### config.mk
export PLATFORM = sky130hd
export DESIGN_NAME = lait_io_trap
export DESIGN_NICKNAME = d
export VERILOG_FILES = /design/src/rtl/lait_pkg.sv /design/src/rtl/lait_sticky.sv /design/src/rtl/lait_port_decode.sv /design/src/rtl/lait_io_trap.sv
export SDC_FILE = /design/constraint.sdc
export NUM_CORES = 1
export LEC_CHECK = 0
export ABC_AREA = 1
export BUFFER_PORTS_ARGS = -buffer_cell sky130_fd_sc_hd__buf_4
export CORE_MARGIN = 1
export CORE_UTILIZATION = 35
export CTS_CLUSTER_DIAMETER = 50
export DETAILED_ROUTE_END_ITERATION = 8
export GPL_TIMING_DRIVEN = 0
export PLACE_DENSITY = 0.62
export SETUP_SLACK_MARGIN = 0.3
export SKIP_CTS_REPAIR_TIMING = 1
export SYNTH_ARGS = -nofsm -noshare
export SYNTH_HDL_FRONTEND = slang
export SYNTH_SLANG_ARGS = --single-unit
### constraint.sdc
create_clock -name clk_in -period 1.8 [get_ports clk_in]
set_input_delay 0.18 -clock clk_in [delete_from_list [all_inputs] [get_ports clk_in]]
set_output_delay 0.18 -clock clk_in [all_outputs]
set_load 0.1 [all_outputs]
### src/rtl/lait_pkg.sv
package lait_pkg;

    // ==========================================
    // Register map (byte offsets, 32-bit data)
    localparam logic [7:0] LAIT_OFF_MIRROR = 8'h00;
    localparam logic [7:0] LAIT_OFF_L2 = 8'h10;
    localparam logic [7:0] LAIT_OFF_STAT = 8'h14;
    localparam logic [7:0] LAIT_OFF_EN = 8'h18;
    localparam logic [7:0] LAIT_OFF_IRQ = 8'h1a;

    // ==========================================
    // Reset values and implemented-bit masks
    localparam logic [31:0] LAIT_STAT_RST = 32'h0000_0000;
    localparam logic [15:0] LAIT_EN_RST = 16'h0000;
    localparam logic [15:0] LAIT_EN_MASK = 16'h0fff;
    localparam logic [15:0] LAIT_IRQ_RST = 16'h0000;
    localparam logic [15:0] LAIT_IRQ_MASK = 16'hdeb8;

    // ==========================================
    // Enable register fields
    localparam int LAIT_EN_FW = 11;
    localparam int LAIT_EN_FRD_HI = 10;
    localparam int LAIT_EN_FRD_LO = 9;
    localparam int LAIT_EN_DMA_HI = 8;
    localparam int LAIT_EN_DMA_LO = 7;
    localparam int LAIT_EN_MPU_HI = 6;
    localparam int LAIT_EN_MPU_LO = 5;
    localparam int LAIT_EN_FR = 4;
    localparam int LAIT_EN_SYNTH = 3;
    localparam int LAIT_EN_SB = 2;
    localparam int LAIT_EN_SEL_HI = 1;

    // ==========================================
    // Status register fields
    localparam int LAIT_ST_EVEN_LSB = 24;
    localparam int LAIT_ST_ODD_LSB = 16;
    localparam int LAIT_ST_A1 = 15;
    localparam int LAIT_ST_DIR = 14;
    localparam int LAIT_ST_CAUSE_LSB = 10;
    // Cause bank index (status bit minus 10)
    localparam int LAIT_CZ_SBFM = 0;
    localparam int LAIT_CZ_MPU = 1;
    localparam int LAIT_CZ_DMA = 2;
    localparam int LAIT_CZ_SBFM_FW = 3;

    // ==========================================
    // Trapped I/O ports
    localparam logic [15:0] LAIT_P_SYNTH_LO = 16'h0388;
    localparam logic [15:0] LAIT_P_SYNTH_HI = 16'h038b;
    localparam logic [15:0] LAIT_P_SB_BASE0 = 16'h0220;
    localparam logic [15:0] LAIT_P_SB_BASE1 = 16'h0240;
    localparam logic [15:0] LAIT_P_MIDI_HI = 16'h0330;
    localparam logic [15:0] LAIT_P_MIDI_LO = 16'h0300;
    localparam logic [15:0] LAIT_P_DMA_LO_A = 16'h0000;
    localparam logic [15:0] LAIT_P_DMA_LO_B = 16'h000f;
    localparam logic [15:0] LAIT_P_DMA_HI_A = 16'h00c0;
    localparam logic [15:0] LAIT_P_DMA_HI_B = 16'h00df;
    localparam logic [1:0] LAIT_SEL_220 = 2'h0;
    localparam logic [1:0] LAIT_SEL_240 = 2'h1;

    typedef struct packed {
        logic write;
        logic [15:0] addr;
        logic [7:0] data;
    } lait_io_t;

    typedef struct packed {
        logic dma;
        logic midi_port_unit;
        logic sbfm;
        logic fw_even;
        logic fw_odd;
        logic fr;
    } lait_hit_t;

    function automatic logic lait_in_range(input logic [15:0] a, input logic [15:0] lo,
                                           input logic [15:0] hi);
        lait_in_range = (a >= lo) && (a <= hi);
    endfunction

endpackage

### src/rtl/lait_sticky.sv
`timescale 1ns/1ps
module lait_sticky #(
    parameter int W = 4
) (
    // Clock and control
    input wire logic clk_in,
    input wire logic nrst_in,
    input wire logic ce_in,
    // Flag events
    input wire logic [W-1:0] set_in,
    input wire logic [W-1:0] clr_in,
    // Flags
    output logic [W-1:0] q_out
);
    import lait_pkg::*;

    logic [W-1:0] flag_reg;

    // Set wins over a clear in the same cycle
    always_ff @(posedge clk_in) begin
        if (!nrst_in) begin
            flag_reg <= '0;
        end else if (ce_in) begin
            flag_reg <= (flag_reg & ~clr_in) | set_in;
        end
    end

    assign q_out = flag_reg;

endmodule

### src/rtl/lait_port_decode.sv
`timescale 1ns/1ps
module lait_port_decode (
    // Access and setup
    input wire lait_pkg::lait_io_t io_in,
    input wire logic [15:0] en_in,
    // Classification
    output lait_pkg::lait_hit_t hit_out
);
    import lait_pkg::*;

    logic [15:0] sb_base;
    logic sb_sel_ok;
    logic sb_win;
    logic syn_win;
    logic [3:0] lo4;
    logic sb_map;
    logic syn_map;
    logic fw_port;
    logic fr_port;

    // Ranges 10 and 11 of the select field map nothing
    assign sb_sel_ok = !en_in[LAIT_EN_SEL_HI];
    assign sb_base = en_in[0] ? LAIT_P_SB_BASE1 : LAIT_P_SB_BASE0;
    assign sb_win = sb_sel_ok && (io_in.addr[15:4] == sb_base[15:4]);
    assign syn_win = lait_in_range(io_in.addr, LAIT_P_SYNTH_LO, LAIT_P_SYNTH_HI);
    assign lo4 = io_in.addr[3:0];
    assign sb_map = en_in[LAIT_EN_SB] && sb_win;
    assign syn_map = en_in[LAIT_EN_SYNTH] && syn_win;

    assign fw_port = (syn_map && (lo4[1:0] != 2'h1))
                  || (sb_map && (lo4 == 4'h0 || lo4 == 4'h2 || lo4 == 4'h8));
    // fast read ports, only with mapping on
    assign fr_port = syn_map
                  || (sb_map && (lo4[3:2] == 2'h0 || lo4[3:1] == 3'h4));

    always_comb begin
        hit_out = '0;
        hit_out.dma = (en_in[LAIT_EN_DMA_HI]
                       && lait_in_range(io_in.addr, LAIT_P_DMA_HI_A, LAIT_P_DMA_HI_B))
                   || (en_in[LAIT_EN_DMA_LO]
                       && lait_in_range(io_in.addr, LAIT_P_DMA_LO_A, LAIT_P_DMA_LO_B));
        hit_out.midi_port_unit = (en_in[LAIT_EN_MPU_HI] && io_in.addr[15:1] == LAIT_P_MIDI_HI[15:1])
                   || (en_in[LAIT_EN_MPU_LO] && io_in.addr[15:1] == LAIT_P_MIDI_LO[15:1]);
        hit_out.sbfm = sb_map || syn_map;
        hit_out.fw_even = en_in[LAIT_EN_FW] && io_in.write && fw_port && !io_in.addr[0];
        hit_out.fw_odd = en_in[LAIT_EN_FW] && io_in.write && fw_port && io_in.addr[0];
        hit_out.fr = en_in[LAIT_EN_FR] && !io_in.write && fr_port;
    end

endmodule

### src/rtl/lait_io_trap.sv
`timescale 1ns/1ps
// Operation
// - even fast write data into 31:24
// - odd fast or normal write into 23:16
// - A1 of last fast write in 15
// - direction of last trap in 14
// - sound/synth cause to 13 or 10
// - DMA cause 12, midi cause 11
// - status read with lane 1 clears 13:10 only
// - trapped address bits 9:0 captured
// - even fast write no SMI, odd sets 13
// - fast write ports when enable 11
// - bits 10:9 feed fast read data
// - enable 8 traps ports C0h-DFh
// - enable 7 traps ports 00h-0Fh
// - enable 6 traps 330h-331h as midi
// - enable 5 traps 300h-301h as midi
// - enable 4 answers status reads directly
// - fast read needs sound/synth mapping on
// - enable 3 traps ports 388h-38Bh
// - enable 2 traps selected sound range
// - any cause sets second-level bit 0
// - IRQ select bit: 0 external, 1 internal
// - second level clears on lane 0 read, mirror not
module lait_io_trap (
    // Clock, reset, enable
    input wire logic clk_in,
    input wire logic nrst_in,
    input wire logic ce_in,
    // Register port
    input wire logic reg_req_in,
    input wire logic reg_wr_in,
    input wire logic [7:0] reg_addr_in,
    input wire logic [3:0] reg_be_in,
    input wire logic [31:0] reg_wdata_in,
    output logic reg_ack_out,
    output logic [31:0] reg_rdata_out,
    // Host I/O cycles seen
    input wire logic io_valid_in,
    input wire lait_pkg::lait_io_t io_in,
    output logic io_done_out,
    output logic io_fast_out,
    output logic [7:0] io_rdata_out,
    // Management outputs
    output logic smi_out,
    output logic l2_trap_out,
    output logic [15:0] irq_internal_out
);
    import lait_pkg::*;

    // ==========================================
    // Storage
    logic [15:0] en_reg;
    logic [15:0] irq_sel_reg;
    logic [7:0] even_data_reg;
    logic [7:0] odd_data_reg;
    logic a1_reg;
    logic dir_reg;
    logic [9:0] addr_reg;
    logic reg_ack_reg;
    logic [31:0] reg_rdata_reg;
    logic io_done_reg;
    logic io_fast_reg;
    logic [7:0] io_rdata_reg;

    // ==========================================
    // Working signals
    lait_hit_t hit;
    logic io_take;
    logic reg_take;
    logic reg_rd;
    logic reg_wr;
    logic trap_any;
    logic sbfm_trap;
    logic fast_any;
    logic [3:0] cause_set;
    logic [3:0] cause_clr;
    logic [3:0] cause_q;
    logic l2_set;
    logic l2_clr;
    logic l2_q;
    logic [31:0] stat_view;
    logic [31:0] l2_view;
    logic [31:0] rd_mux;
    logic [15:0] en_next;
    logic [15:0] irq_sel_next;
    logic sel_mirror;
    logic sel_l2;
    logic sel_stat;
    logic sel_en;

    // ==========================================
    // Port classification
    lait_port_decode u_decode (
        .io_in(io_in),
        .en_in(en_reg),
        .hit_out(hit)
    );

    assign io_take = ce_in && io_valid_in;
    assign reg_take = ce_in && reg_req_in;
    assign reg_rd = reg_take && !reg_wr_in;
    assign reg_wr = reg_take && reg_wr_in;

    // ==========================================
    // Register word decode
    // Byte offsets inside a word are not decoded; they read zero
    function automatic logic word_sel(input logic [7:0] a, input logic [7:0] off);
        word_sel = (a == off);
    endfunction

    assign sel_mirror = word_sel(reg_addr_in, LAIT_OFF_MIRROR);
    assign sel_l2 = word_sel(reg_addr_in, LAIT_OFF_L2);
    assign sel_stat = word_sel(reg_addr_in, LAIT_OFF_STAT);
    assign sel_en = word_sel(reg_addr_in, LAIT_OFF_EN);

    // ==========================================
    // Trap qualification
    // Fast-path handled accesses never raise the plain trap
    assign fast_any = hit.fw_even || hit.fw_odd || hit.fr;

    // sound or synth window raises SMI
    assign sbfm_trap = hit.sbfm && !fast_any;

    assign trap_any = io_take && (hit.dma || hit.midi_port_unit || sbfm_trap || hit.fw_odd);

    always_comb begin
        cause_set = 4'h0;
        if (io_take) begin
            // report site follows fast write enable
            if (sbfm_trap) begin
                if (en_reg[LAIT_EN_FW]) begin
                    cause_set[LAIT_CZ_SBFM_FW] = 1'b1;
                end else begin
                    cause_set[LAIT_CZ_SBFM] = 1'b1;
                end
            end
            // odd fast write always reports in 13
            if (hit.fw_odd) begin
                cause_set[LAIT_CZ_SBFM_FW] = 1'b1;
            end
            if (hit.dma) begin
                cause_set[LAIT_CZ_DMA] = 1'b1;
            end
            if (hit.midi_port_unit) begin
                cause_set[LAIT_CZ_MPU] = 1'b1;
            end
        end
    end

    // ==========================================
    // Read-to-clear flags
    // status read clears cause bits, lane 1
    assign cause_clr = (reg_rd && sel_stat && reg_be_in[1]) ? 4'hf : 4'h0;

    lait_sticky #(
        .W(4)
    ) u_cause (
        .clk_in(clk_in),
        .nrst_in(nrst_in),
        .ce_in(ce_in),
        .set_in(cause_set),
        .clr_in(cause_clr),
        .q_out(cause_q)
    );

    // each cause also marks the second level
    assign l2_set = |cause_set;
    // clearing copy at low half only
    assign l2_clr = reg_rd && sel_l2 && reg_be_in[0];

    lait_sticky #(
        .W(1)
    ) u_l2 (
        .clk_in(clk_in),
        .nrst_in(nrst_in),
        .ce_in(ce_in),
        .set_in(l2_set),
        .clr_in(l2_clr),
        .q_out(l2_q)
    );

    // ==========================================
    // Captured access details
    // even fast write data only
    always_ff @(posedge clk_in) begin
        if (!nrst_in) begin
            even_data_reg <= LAIT_STAT_RST[31:24];
        end else if (io_take && hit.fw_even) begin
            even_data_reg <= io_in.data;
        end
    end

    // odd fast write or any ordinary write
    always_ff @(posedge clk_in) begin
        if (!nrst_in) begin
            odd_data_reg <= LAIT_STAT_RST[23:16];
        end else if (io_take && io_in.write && !hit.fw_even) begin
            odd_data_reg <= io_in.data;
        end
    end

    // A1 of the last fast write
    always_ff @(posedge clk_in) begin
        if (!nrst_in) begin
            a1_reg <= LAIT_STAT_RST[LAIT_ST_A1];
        end else if (io_take && (hit.fw_even || hit.fw_odd)) begin
            a1_reg <= io_in.addr[1];
        end
    end

    // direction of the last trapped access
    always_ff @(posedge clk_in) begin
        if (!nrst_in) begin
            dir_reg <= LAIT_STAT_RST[LAIT_ST_DIR];
        end else if (trap_any) begin
            dir_reg <= io_in.write;
        end
    end

    // address of trapped or fast-written access
    always_ff @(posedge clk_in) begin
        if (!nrst_in) begin
            addr_reg <= LAIT_STAT_RST[9:0];
        end else if (trap_any || (io_take && hit.fw_even)) begin
            addr_reg <= io_in.addr[9:0];
        end
    end

    // ==========================================
    // I/O cycle answer
    // Answer one cycle later; data held until the next fast read
    always_ff @(posedge clk_in) begin
        if (!nrst_in) begin
            io_done_reg <= 1'b0;
            io_fast_reg <= 1'b0;
        end else if (ce_in) begin
            io_done_reg <= io_valid_in;
            io_fast_reg <= io_valid_in && (hit.fw_even || hit.fr);
        end
    end

    // software bits lead the fast read byte
    always_ff @(posedge clk_in) begin
        if (!nrst_in) begin
            io_rdata_reg <= 8'h00;
        end else if (io_take && hit.fr) begin
            io_rdata_reg <= {en_reg[LAIT_EN_FRD_HI:LAIT_EN_FRD_LO], 6'h00};
        end
    end

    // ==========================================
    // Register write path
    always_comb begin
        en_next = en_reg;
        if (reg_wr && sel_en) begin
            if (reg_be_in[0]) begin
                en_next[7:0] = reg_wdata_in[7:0];
            end
            if (reg_be_in[1]) begin
                en_next[15:8] = reg_wdata_in[15:8];
            end
        end
        en_next = en_next & LAIT_EN_MASK;
    end

    always_ff @(posedge clk_in) begin
        if (!nrst_in) begin
            en_reg <= LAIT_EN_RST;
        end else if (ce_in) begin
            en_reg <= en_next;
        end
    end

    // both upper lanes 3:2 only; a single-lane write is dropped
    // Select word sits in the upper half of the enable word
    always_comb begin
        irq_sel_next = irq_sel_reg;
        if (reg_wr && sel_en && reg_be_in[3:2] == 2'h3) begin
            irq_sel_next = reg_wdata_in[31:16] & LAIT_IRQ_MASK;
        end
    end

    always_ff @(posedge clk_in) begin
        if (!nrst_in) begin
            irq_sel_reg <= LAIT_IRQ_RST;
        end else if (ce_in) begin
            irq_sel_reg <= irq_sel_next;
        end
    end

    // ==========================================
    // Register read path
    assign stat_view = {even_data_reg, odd_data_reg, a1_reg, dir_reg, cause_q, addr_reg};
    assign l2_view = {15'h0000, l2_q, 15'h0000, l2_q};

    always_comb begin
        // Mirror shows the flag but has no clear path
        if (sel_mirror) begin
            rd_mux = {16'h0000, l2_view[15:0]};
        end else if (sel_l2) begin
            rd_mux = l2_view;
        end else if (sel_stat) begin
            rd_mux = stat_view;
        end else if (sel_en) begin
            rd_mux = {irq_sel_reg, en_reg};
        end else begin
            rd_mux = 32'h0000_0000;
        end
    end

    // Value before any clear is what software sees
    always_ff @(posedge clk_in) begin
        if (!nrst_in) begin
            reg_ack_reg <= 1'b0;
            reg_rdata_reg <= 32'h0000_0000;
        end else if (ce_in) begin
            reg_ack_reg <= reg_req_in;
            if (reg_rd) begin
                reg_rdata_reg <= rd_mux;
            end
        end
    end

    // ==========================================
    // Outputs
    assign reg_ack_out = reg_ack_reg;
    assign reg_rdata_out = reg_rdata_reg;
    assign io_done_out = io_done_reg;
    assign io_fast_out = io_fast_reg;
    assign io_rdata_out = io_rdata_reg;

    // request stays up while any cause bit stands
    assign smi_out = (|cause_q) || l2_q;
    // second-level trap flag toward the top level
    assign l2_trap_out = l2_q;
    // 1 selects internal use of that line
    assign irq_internal_out = irq_sel_reg;

endmodule

# Word level (Yosys, flattened, before mapping)
# Cells that the tools add are included.
[op_classes]
n_reduce_logical = 68
n_lt_le_gt_ge = 6
muxes = 14
n_bitwise = 6
n_eq_ne = 11
[op_table]
columns = ["cell", "n"]
rows = [
  ["32-bit 2-to-1 mux", 4],
  ["1-bit logical AND", 37],
  ["15-bit by 9-bit equality test with 1-bit output (second input constant)", 2],
  ["8-bit by 5-bit equality test with 1-bit output (second input constant)", 3],
  ["16-bit by 1-bit >= comparator with 1-bit output (second input constant)", 1],
  ["16-bit by 10-bit >= comparator with 1-bit output (second input constant)", 1],
  ["16-bit by 8-bit >= comparator with 1-bit output (second input constant)", 1],
  ["16-bit by 10-bit less-or-equal comparator with 1-bit output (second input constant)", 1],
  ["16-bit by 4-bit less-or-equal comparator with 1-bit output (second input constant)", 1],
  ["16-bit by 8-bit less-or-equal comparator with 1-bit output (second input constant)", 1],
  ["1-bit logical OR", 16],
  ["12-bit equality test", 1],
  ["8-bit zero test", 1],
  ["4-bit 2-to-1 mux", 2],
  ["4-bit OR reduction", 2],
  ["1-bit 2-to-1 mux", 7],
  ["7-bit 2-to-1 mux", 1],
  ["1-bit zero test", 6],
  ["3-bit AND reduction", 2],
  ["4-bit bitwise AND", 1],
  ["4-bit by 2-bit equality test with 1-bit output (second input constant)", 1],
  ["4-bit equality test (second input constant)", 1],
  ["4-bit zero test", 1],
  ["4-bit NOT", 1],
  ["9 further kinds", 10],
]
[totals]
output_inout_bits = 61
word_cells = 120
register_bits = 92

# Logic depth before layout (Yosys ltp)
# Gate-level depths: netlist (run 1).
[depth]
depth_word = 17
ltp_mapped = 16
ltp_nobuf = 16

# By module
# From an unflattened synthesis (run 1), not the netlist that was laid out.
[unflattened]
hier_cells = 617
area_unflattened_um2 = 4349.2
[modules_own_cells]
columns = ["module", "n_inst", "cells_per_inst", "area_per_inst_um2"]
rows = [
  ["lait_io_trap", 1, 532, 3881.2],
  ["lait_port_decode", 1, 57, 270.3],
  ["lait_sticky at u_cause", 1, 22, 153.9],
  ["lait_sticky at u_l2", 1, 6, 43.8],
]

# Worst setup path before layout (run 1)
# No wires, ideal clock.
[synth_timing]
path_kind = "reg2out"
from = "reg u_l2.flag_reg (netlist: u_l2.q_out)"
to = "out smi_out"
required_ns = 1.620
path_stages_with_launch = 3
n_path_buf = 0
path_slack_ns = -0.198
t_arrival_ns = 1.818
cell_sequence = "dfxtp_1 > nor3_1 > nand3_1"
[synth_between]
elab_chain_len = 1
[synth_rtl]
columns = ["item", "line_no", "source"]
rows = [
  ["from (decl)", "lait_sticky.sv:17", "logic [W-1:0] flag_reg;"],
  ["from (signal assigned)", "lait_sticky.sv:24", "flag_reg <= (flag_reg & ~clr_in) | set_in;"],
  ["1-bit logical OR", "lait_io_trap.sv:334", "assign smi_out = (|cause_q) || l2_q;"],
  ["to (decl)", "lait_io_trap.sv:45", "output logic smi_out,"],
]
# No other way between the ends.

# Final worst setup path (run 1)
[layout_timing]
from = "reg en_reg[11]"
to = "reg even_data_reg[6]"
[layout_between]
elab_chain_len = 4
[layout_rtl]
columns = ["item", "line_no", "source"]
rows = [
  ["from (decl)", "lait_io_trap.sv:53", "logic [15:0] en_reg;"],
  ["from (signal assigned)", "lait_io_trap.sv:271", "en_reg <= en_next;"],
  ["1-bit logical AND (3 in a row)", "lait_port_decode.sv:45", "hit_out.fw_even = en_in[LAIT_EN_FW] && io_in.write && fw_port && !io_in.addr[0];"],
  ["1-bit logical AND", "lait_io_trap.sv:189", "end else if (io_take && hit.fw_even) begin"],
  ["to (signal assigned)", "lait_io_trap.sv:188", "even_data_reg <= LAIT_STAT_RST[31:24];"],
  ["to (signal assigned)", "lait_io_trap.sv:190", "even_data_reg <= io_in.data;"],
  ["to (decl)", "lait_io_trap.sv:55", "logic [7:0] even_data_reg;"],
]
# No other way between the ends.
# A chain may end at the register's enable or synchronous reset.

==> results_tabular.tex, run 1 <==
\begin{tabular}{lr}
\hline
Metric & Value \\
\hline
\multicolumn{2}{l}{\textbf{Floorplanning}} \\
\quad Die outline area & 12800 um2 \\
\quad Initial standard-cell utilization of the core & 0.359 \\
\quad Area inside the core boundary & 12000 um2 \\
\quad Height of the die & 113 um \\
\quad Num rows & 40 \\
\quad X dimension of the die & 113 um \\
\quad Number of placed I/O pins & 136 \\
\multicolumn{2}{l}{\textbf{Layout}} \\
\quad Area added between synthesis and finish & 40.9\% \\
\quad Non-filler cells, final & 908 \\
\quad Proportion of layout cells with a drive suffix above 1 & 0.307 \\
\quad Flip-flop count of the largest register after layout & 32 \\
\quad Antenna cells & 0 \\
\quad Final cell area excluding filler cells & 6070 um2 \\
\quad \# nets final & 832 \\
\multicolumn{2}{l}{\textbf{STA}} \\
\quad Relative slew margins & 0.562 \\
\quad Post-layout worst setup margin & -1.58 ps \\
\quad Count of pins over their slew limit & 0 \\
\quad Crit path time final & 1800 ps \\
\quad Unrepaired setup endpoints after global routing & yes \\
\quad Setup Skew & 7.49 ps \\
\quad Hold violation count in the final report & 0 \\
\quad Transition time at the pin with the least slew margin & 658 ps \\
\quad Tcrit/Tclk final & 1.00 \\
\quad Highest clock frequency the design can meet & 0.555 GHz \\
\quad Endpoints failing setup & 1 \\
\multicolumn{2}{l}{\textbf{Worst setup path}} \\
\quad Cells traversed along the worst timing path & nand2\_1 > a21oi\_1 > nand4\_4 > buf\_8 > o21ai\_1 > a21oi\_1 \\
\quad Most prevalent standard cell on the critical path & sky130\_fd\_sc\_hd\_\_a21oi\_1 \\
\quad Worst Setup End Kind & flop \\
\quad Maximum cell stage delay along the critical path & 440 ps \\
\quad Sum of buffers and inverters on the critical path & 1 \\
\quad Launch point of the worst reg-to-reg path & en\_reg[11] \\
\quad Maximum fanout encountered on the critical timing path & 8 \\
\quad Critical path's top delay family & compound AO/OA/AOI/OAI gates \\
\quad Arrival time of data at the critical path endpoint & 2030 ps \\
\quad Worst Setup SP & en\_reg[11] \\
\quad WP data required & 2030 ps \\
\quad Critical Path Start Type & flop \\
\quad CP max stage cell & sky130\_fd\_sc\_hd\_\_a21oi\_1 \\
\quad Classification of the worst setup path & reg2reg \\
\multicolumn{2}{l}{\textbf{Clocking}} \\
\quad Clock latency at the later pin of the worst-skew pair & 350 ps \\
\quad Clock transition at path regs & 60 ps \\
\quad H-tree Lvls & 3 \\
\quad Clock buffers created by TritonCTS & 9 \\
\quad Number of buffers on the longest clock path & 2 \\
\quad Root Buffer & sky130\_fd\_sc\_hd\_\_clkbuf\_16 \\
\quad TritonCTS sink count & 92 \\
\quad CTS tree & built \\
\multicolumn{2}{l}{\textbf{GRT}} \\
\quad Initial antenna violation count & 0 \\
\quad Global-route wire length before repair & 21000 um \\
\quad Overall global routing resource usage & 0.214 \\
\quad Remaining global-route overflow & 0 \\
\quad Pin count of the biggest net entering global routing & 15 \\
\quad Number of global-route vias before repair & 4306 \\
\multicolumn{2}{l}{\textbf{Synth}} \\
\quad Xor and xnor area share after synthesis & 0 \\
\quad Multiplexer area fraction after synthesis & 0 \\
\quad Cell types with the largest area share after synthesis & sky130\_fd\_sc\_hd\_\_dfxtp\_1 43\%, sky130\_fd\_sc\_hd\_\_nand2\_1 10\%, sky130\_fd\_sc\_hd\_\_a21oi\_1 7.1\% \\
\quad Post-synthesis share of cell area spent on and, or, nand and nor gates & 0.303 \\
\quad Leading post-synthesis cells by instance count & 115 x sky130\_fd\_sc\_hd\_\_nand2\_1, 92 x sky130\_fd\_sc\_hd\_\_dfxtp\_1, 76 x sky130\_fd\_sc\_hd\_\_nor2\_1, 61 x sky130\_fd\_sc\_hd\_\_a21oi\_1, 52 x sky130\_fd\_sc\_hd\_\_inv\_1 \\
\quad Unique masters post-synth & 35 \\
\quad Fraction of registers with async set/reset & 0 \\
\quad Fraction of the yosys area taken by sequential cells & 0.427 \\
\quad Post-synthesis share of cell area spent on full adders, half adders and majority gates & 0 \\
\quad Dominant cell by count in the synthesized netlist & sky130\_fd\_sc\_hd\_\_nand2\_1 \\
\quad Combinational family with the most area after synthesis & simple AND/OR/NAND/NOR gates \\
\quad Top cell type's share of synthesized area & 0.427 \\
\quad Post-Syn Instances & 610 \\
\quad Yosys synthesis warning count & 0 \\
\quad Dominant synthesized flop cell & sky130\_fd\_sc\_hd\_\_dfxtp\_1 \\
\quad Netlist area before placement & 4310 um2 \\
\quad Post-synthesis register bit count & 92 \\
\quad Mean cell area of the mapped netlist & 7.06 um2 \\
\quad Synth area leader & sky130\_fd\_sc\_hd\_\_dfxtp\_1 \\
\quad Compound-Gate Fraction of Synth Area & 0.168 \\
\quad Number of flops mapped to enable cells by yosys & 0 \\
\multicolumn{2}{l}{\textbf{Route}} \\
\quad Count of vias placed by the detailed router & 4567 \\
\quad DRT antenna net count & 0 \\
\quad First-pass iteration count of the detailed router & 5 \\
\quad DRC violations left & 0 \\
\quad Ratio of routed vias to standard cells & 5.03 \\
\quad Total length of routed wires & 13800 um \\
\quad Number of DRC violations after detailed-routing iteration 0 & 297 \\
\quad Average wire per standard cell & 15.2 um \\
\multicolumn{2}{l}{\textbf{Power}} \\
\quad Leakage power summed over all cells & 2.62 nW \\
\quad Total power divided by cell area & 756 nW/um2 \\
\quad Worst supply voltage drop on vdd & 485 uV \\
\quad Total power of the final layout & 4.59 mW \\
\multicolumn{2}{l}{\textbf{Place}} \\
\quad Total half-perimeter wirelength after legalization and detailed placement & 10500 um \\
\quad Number of I/O port buffers & 112 \\
\quad Number of placed instances with taps included & 880 \\
\quad GP Congestion & 0.871 \\
\quad Cell area after placement & 5390 um2 \\
\multicolumn{2}{l}{\textbf{Outcome}} \\
\quad Failing checks & negative setup slack \\
\quad Run status & complete, but fails checks \\
\multicolumn{2}{l}{\textbf{Flow run}} \\
\quad Count of maximum capacitance violations & 0 \\
\multicolumn{2}{l}{\textbf{Min path}} \\
\quad Worst hold path class & in2reg \\
\quad Min-Delay Startpoint & reg\_wdata\_in[4] \\
\hline
\end{tabular}
## layout by cell type (no fill, tap or decap), types with 8 or more instances in the layout
master,netlist,layout
sky130_fd_sc_hd__buf_4,12,135
sky130_fd_sc_hd__nand2_1,115,111
sky130_fd_sc_hd__dfxtp_1,92,89
sky130_fd_sc_hd__nor2_1,76,66
sky130_fd_sc_hd__a21oi_1,61,56
sky130_fd_sc_hd__inv_1,52,49
sky130_fd_sc_hd__o21ai_0,39,39
sky130_fd_sc_hd__nor3_1,29,29
sky130_fd_sc_hd__nand3_1,33,20
sky130_fd_sc_hd__clkbuf_1,20,17
sky130_fd_sc_hd__nand3_2,4,16
sky130_fd_sc_hd__o21ai_1,19,12
sky130_fd_sc_hd__conb_1,1,12
sky130_fd_sc_hd__nor2_2,3,10
sky130_fd_sc_hd__clkbuf_16,0,10
sky130_fd_sc_hd__nand2_2,5,8
sky130_fd_sc_hd__o22ai_1,8,8
## worst paths after layout
check	to	slack, ps	cells after the start
worst max-delay path	even_data_reg[6]	-2	6
worst min-delay path	en_reg[4]	60	3
worst max register to register	even_data_reg[6]	-2	6
worst min register to register	even_data_reg[4]	460	2
## kinds of logic (layout without fill, tap and decap cells)
| group | Yosys count | count (layout) |
|---|---|---|
| buffers and inverters | 98 | 238 |
| AND/OR/NAND/NOR | 282 | 282 |
| flip-flops | 92 | 92 |
| AO/OA/AOI/OAI | 137 | 137 |
| other | 1 | 12 |
## routing by layer
| metal | vias up | global-route usage | wire length, um |
|---|---|---|---|
| li1 | 2295 | - | - |
| met1 | 2085 | 0.255 | 5930 |
| met2 | 159 | 0.377 | 6680 |
| met3 | 28 | 0.0455 | 766 |
| met4 | 0 | 0.0825 | 388 |
| met5 | - | 0 | 0 |
## final cells by class
type | count | area [um2]
clock buffer | 11 | 243
multi-input combinational | 431 | 2270
inverter | 58 | 223
tap | 147 | 184
timing repair buffer | 125 | 960
fill | 1214 | 5940
clock inverter | 4 | 73.8
sequential | 92 | 1850
buffer | 40 | 267
## tightest hold or removal path: stages
cell and delay [ps]:
sky130_fd_sc_hd__buf_4 80, sky130_fd_sc_hd__nor3_1 40, sky130_fd_sc_hd__nor2_1 80
## per-stage QoR
| step | utilization | hold WS [ps] | worst slack [ps] | setup TNS [ps] |
|---|---|---|---|---|
| CTS | 0.475 | 58.7 | -29.0 | -134 |
| detailed placement | 0.449 | 421 | -163 | -4020 |
| global placement | 0.449 | 411 | -149 | -3630 |
| floorplan | - | 312 | 255 | 0 |
| global route | 0.505 | 70.0 | -110 | -1610 |
| finish | 0.505 | 61.6 | -1.58 | -1.58 |
## report_power, final
| group | internal (mW) | switching [mW] |
|---|---|---|
| clock network | 1.25 | 0.789 |
| registers | 2.05 | 0.00814 |
| logic | 0.158 | 0.338 |
| total | 3.45 | 1.13 |
No activity file was read; power rests on OpenSTA's default activity.
==> run 2, diff against run 1 <==
SYNTH_HIERARCHICAL = 1   (was default)
==> run 2 against run 1 <==
Net effect: the flow now finishes without violations; routed wire length decreased by 3.9%; global-route usage is 1.4 points lower; synthesized cell count up 1.1%; design area grew 3.3%; sequential share of layout area decreased by 0.96 points; via count fell by 3.3%; worst hold slack about the same; worst setup slack better by 11 ps; critical endpoint is now addr_reg[6]; sequential cell count stayed put.
==> results_tabular.tex, run 2 <==
\begin{tabular}{lr}
\hline
Metric & Value \\
\hline
\multicolumn{2}{l}{\textbf{Outcome}} \\
\quad Run status & finished, final reports clean (was complete, but fails checks) \\
\multicolumn{2}{l}{\textbf{Power}} \\
\quad Share of total power in the clock network & 0.429 (was 0.444) \\
\quad Internal power & 3.33 mW (was 3.45 mW) \\
\quad Worst supply voltage drop on vdd & 351 uV (was 485 uV) \\
\quad Register share of total power & 0.461 (was 0.448) \\
\quad Total power divided by cell area & 710 nW/um2 (was 756 nW/um2) \\
\quad Share of total power in combinational logic & 0.110 (was 0.108) \\
\quad Fraction of power spent switching nets & 0.252 (was 0.247) \\
\quad Leakage power summed over all cells & 2.66 nW (was 2.62 nW) \\
\quad Sw power & 1.12 mW (was 1.13 mW) \\
\multicolumn{2}{l}{\textbf{Synth}} \\
\quad Post-Syn Instances & 617 (was 610) \\
\quad Dominant synthesized flop cell & sky130\_fd\_sc\_hd\_\_dfxtp\_1 (unchanged) \\
\quad Fraction of the yosys area taken by sequential cells & 0.423 (was 0.427) \\
\quad Cell types with the largest area share after synthesis & sky130\_fd\_sc\_hd\_\_dfxtp\_1 42\%, sky130\_fd\_sc\_hd\_\_nand2\_1 16\%, sky130\_fd\_sc\_hd\_\_a21oi\_1 7.4\% (was sky130\_fd\_sc\_hd\_\_dfxtp\_1 43\%, sky130\_fd\_sc\_hd\_\_nand2\_1 10\%, sky130\_fd\_sc\_hd\_\_a21oi\_1 7.1\%) \\
\quad Leading post-synthesis cells by instance count & 188 x sky130\_fd\_sc\_hd\_\_nand2\_1, 92 x sky130\_fd\_sc\_hd\_\_dfxtp\_1, 64 x sky130\_fd\_sc\_hd\_\_a21oi\_1, 54 x sky130\_fd\_sc\_hd\_\_inv\_1, 54 x sky130\_fd\_sc\_hd\_\_nor2\_1 (was 115 x sky130\_fd\_sc\_hd\_\_nand2\_1, 92 x sky130\_fd\_sc\_hd\_\_dfxtp\_1, 76 x sky130\_fd\_sc\_hd\_\_nor2\_1, 61 x sky130\_fd\_sc\_hd\_\_a21oi\_1, 52 x sky130\_fd\_sc\_hd\_\_inv\_1) \\
\quad Top cell type's share of synthesized area & 0.423 (was 0.427) \\
\quad Post-synthesis register bit count & 92 (unchanged) \\
\quad Yosys synthesis warning count & 6 (was 0) \\
\quad Netlist area before placement & 4350 um2 (was 4310 um2) \\
\quad Number of flops mapped to enable cells by yosys & 0 (unchanged) \\
\quad Dominant cell by count in the synthesized netlist & sky130\_fd\_sc\_hd\_\_nand2\_1 (unchanged) \\
\quad Fraction of registers with async set/reset & 0 (unchanged) \\
\quad Synth area leader & sky130\_fd\_sc\_hd\_\_dfxtp\_1 (unchanged) \\
\quad Unique masters post-synth & 33 (was 35) \\
\quad Mean cell area of the mapped netlist & 7.05 um2 (was 7.06 um2) \\
\multicolumn{2}{l}{\textbf{STA}} \\
\quad Relative slew margins & 0.401 (was 0.562) \\
\quad Highest clock frequency the design can meet & 0.559 GHz (was 0.555 GHz) \\
\quad Setup Skew & 7.07 ps (was 7.49 ps) \\
\quad Post-layout worst setup margin & 9.52 ps (was -1.58 ps) \\
\quad Hold violation count in the final report & 0 (unchanged) \\
\quad Count of pins over their slew limit & 0 (unchanged) \\
\quad Tcrit/Tclk final & 0.995 (was 1.00) \\
\quad Transition time at the pin with the least slew margin & 898 ps (was 658 ps) \\
\quad Unrepaired setup endpoints after global routing & yes (unchanged) \\
\quad Crit path time final & 1790 ps (was 1800 ps) \\
\quad Endpoints failing setup & 0 (was 1) \\
\multicolumn{2}{l}{\textbf{Worst setup path}} \\
\quad Number of logic stages on the critical path including buffering & 13 (was 6) \\
\quad Maximum cell stage delay along the critical path & 350 ps (was 440 ps) \\
\quad CP max stage cell & sky130\_fd\_sc\_hd\_\_dfxtp\_2 (was sky130\_fd\_sc\_hd\_\_a21oi\_1) \\
\quad Count of cells along the worst register-to-register path & 13 (was 6) \\
\quad WP data required & 1980 ps (was 2030 ps) \\
\quad Cells traversed along the worst timing path & inv\_2 > nor2\_2 > nand3\_1 > nor2\_2 > nand3\_1 > nand2\_1 > nand2\_2 > nor2\_4 > o31ai\_4 > buf\_6 > buf\_8 > nand4\_1 > a21oi\_2 (was nand2\_1 > a21oi\_1 > nand4\_4 > buf\_8 > o21ai\_1 > a21oi\_1) \\
\quad Critical Path Start Type & flop (unchanged) \\
\quad Worst Setup End Kind & flop (unchanged) \\
\quad Maximum fanout encountered on the critical timing path & 5 (was 8) \\
\quad Sum of buffers and inverters on the critical path & 3 (was 1) \\
\quad Critical path's top delay family & simple AND/OR/NAND/NOR gates (was compound AO/OA/AOI/OAI gates) \\
\quad Arrival time of data at the critical path endpoint & 1980 ps (was 2030 ps) \\
\quad Classification of the worst setup path & reg2reg (unchanged) \\
\multicolumn{2}{l}{\textbf{Layout}} \\
\quad Non-filler cells, final & 946 (was 908) \\
\quad Most common cell after layout, fill and taps aside & sky130\_fd\_sc\_hd\_\_nand2\_1 (was sky130\_fd\_sc\_hd\_\_buf\_4) \\
\quad Sequential cell area in the final layout & 1850 um2 (about the same) \\
\quad \# nets final & 848 (was 832) \\
\quad Number of fill cells & 1162 (was 1214) \\
\quad Area of the multi-input gates & 2330 um2 (was 2270 um2) \\
\quad Area added between synthesis and finish & 44.2\% (was 40.9\%) \\
\quad Flip-flop count of the largest register after layout & 32 (unchanged) \\
\quad Final Util & 0.520 (was 0.505) \\
\quad Proportion of layout cells with a drive suffix above 1 & 0.357 (was 0.307) \\
\quad Antenna cells & 0 (unchanged) \\
\quad Commonest cells after routing, fill and taps aside & 180 x sky130\_fd\_sc\_hd\_\_nand2\_1, 138 x sky130\_fd\_sc\_hd\_\_buf\_4, 88 x sky130\_fd\_sc\_hd\_\_dfxtp\_1 (was 135 x sky130\_fd\_sc\_hd\_\_buf\_4, 111 x sky130\_fd\_sc\_hd\_\_nand2\_1, 89 x sky130\_fd\_sc\_hd\_\_dfxtp\_1) \\
\multicolumn{2}{l}{\textbf{Place}} \\
\quad Number of placed instances with taps included & 909 (was 880) \\
\quad Number of I/O port buffers & 113 (was 112) \\
\quad Placement-stage worst setup slack & -211 ps (was -163 ps) \\
\quad GP Congestion & 0.844 (was 0.871) \\
\quad Total half-perimeter wirelength after legalization and detailed placement & 9850 um (was 10500 um) \\
\multicolumn{2}{l}{\textbf{Clocking}} \\
\quad Clock buffers created by TritonCTS & 9 (unchanged) \\
\quad Clock latency at the later pin of the worst-skew pair & 340 ps (was 350 ps) \\
\quad CTS tree & built (unchanged) \\
\quad H-tree Lvls & 3 (unchanged) \\
\quad Clock transition at path regs & 60 ps (about the same) \\
\quad Number of buffers on the longest clock path & 2 (unchanged) \\
\quad Root Buffer & sky130\_fd\_sc\_hd\_\_clkbuf\_16 (unchanged) \\
\quad TritonCTS sink count & 92 (unchanged) \\
\multicolumn{2}{l}{\textbf{Route}} \\
\quad First-pass iteration count of the detailed router & 5 (unchanged) \\
\quad Total length of routed wires & 13200 um (was 13800 um) \\
\quad Count of vias placed by the detailed router & 4417 (was 4567) \\
\quad DRC violations left & 0 (unchanged) \\
\quad Average wire per standard cell & 14.0 um (was 15.2 um) \\
\quad Number of DRC violations after detailed-routing iteration 0 & 293 (was 297) \\
\quad DRT antenna net count & 0 (unchanged) \\
\quad Ratio of routed vias to standard cells & 4.67 (was 5.03) \\
\multicolumn{2}{l}{\textbf{Floorplanning}} \\
\quad Area inside the core boundary & 12100 um2 (was 12000 um2) \\
\quad Height of the die & 113 um (about the same) \\
\quad Number of placed I/O pins & 136 (unchanged) \\
\quad Die outline area & 12900 um2 (was 12800 um2) \\
\quad Initial standard-cell utilization of the core & 0.361 (was 0.359) \\
\quad X dimension of the die & 113 um (about the same) \\
\quad Num rows & 40 (unchanged) \\
\multicolumn{2}{l}{\textbf{GRT}} \\
\quad Number of global-route vias before repair & 3951 (was 4306) \\
\quad Initial antenna violation count & 0 (unchanged) \\
\quad Remaining global-route overflow & 0 (unchanged) \\
\quad Overall global routing resource usage & 0.200 (was 0.214) \\
\quad Global-route wire length before repair & 20100 um (was 21000 um) \\
\quad Pin count of the biggest net entering global routing & 15 (unchanged) \\
\multicolumn{2}{l}{\textbf{Flow run}} \\
\quad Count of maximum capacitance violations & 0 (unchanged) \\
\multicolumn{2}{l}{\textbf{Min path}} \\
\quad Hold path cells & 3 (unchanged) \\
\quad Worst hold path class & in2reg (unchanged) \\
\hline
\end{tabular}
run 2: path summary, 6_finish.rpt:
kind                       endpoint               from  slack [ps]
setup / recovery        addr_reg[6]          en_reg[2]          10
hold / removal            en_reg[9]    reg_wdata_in[9]          60
setup reg to reg        addr_reg[6]          en_reg[2]          10
hold reg to reg   reg_rdata_out[13]  reg_rdata_out[13]         460
run 2: cells by family after synthesis:
group,count (synthesis),share of synthesized area
simple gates,313,0.314
compound gates,113,0.150
buf+inv,98,0.112
flops,92,0.423
other cells,1,0.000862
run 2: final cells by class:
type	instances	share of cell area
multi-input cells	440	0.371
flip-flops and latches	92	0.295
repair buffers	132	0.169
plain buffers	40	0.0483
clock buffers	13	0.0399
inverters	58	0.0355
well taps	168	0.0335
clock inverters	3	0.00738
run 2: worst reg2reg max path: cells and delay by family, from the launching register on:
family | cells | cell delay [ps]
AO/OA/AOI/OAI | 2 | 170
buffers and inverters | 3 | 320
flip-flops | 1 | 350
AND/OR/NAND/NOR | 8 | 790
run 2: stage by stage:
| stage | hold slack [ps] | area (um2) | total power, mW | TNS, ps |
|---|---|---|---|---|
| detailed placement | 410 | 5510 | 2.55 | -2110 |
| floorplan | 292 | 4450 | 2.37 | 0 |
| CTS | 60.0 | 5810 | 4.44 | -1530 |
| finish | 61.9 | 6270 | 4.45 | 0 |
| global placement | 401 | 5510 | 2.55 | -1430 |
| global route | 73.7 | 6270 | 4.60 | -1280 |
run 2: per-layer routing:
| metal | GRT usage | wire (um) |
|---|---|---|
| met2 | 0.312 | 6070 |
| met5 | 0 | 0 |
| met1 | 0.282 | 6300 |
| met3 | 0.0340 | 719 |
| met4 | 0.0588 | 139 |
run 2: power groups by stage:
stage	Clock, mW	Combinational [mW]	Sequential [mW]
floorplan	0	0.250	2.12
global placement	0	0.451	2.10
detailed placement	0	0.453	2.10
CTS	1.93	0.455	2.05
global route	2.02	0.519	2.05
finish	1.91	0.489	2.05
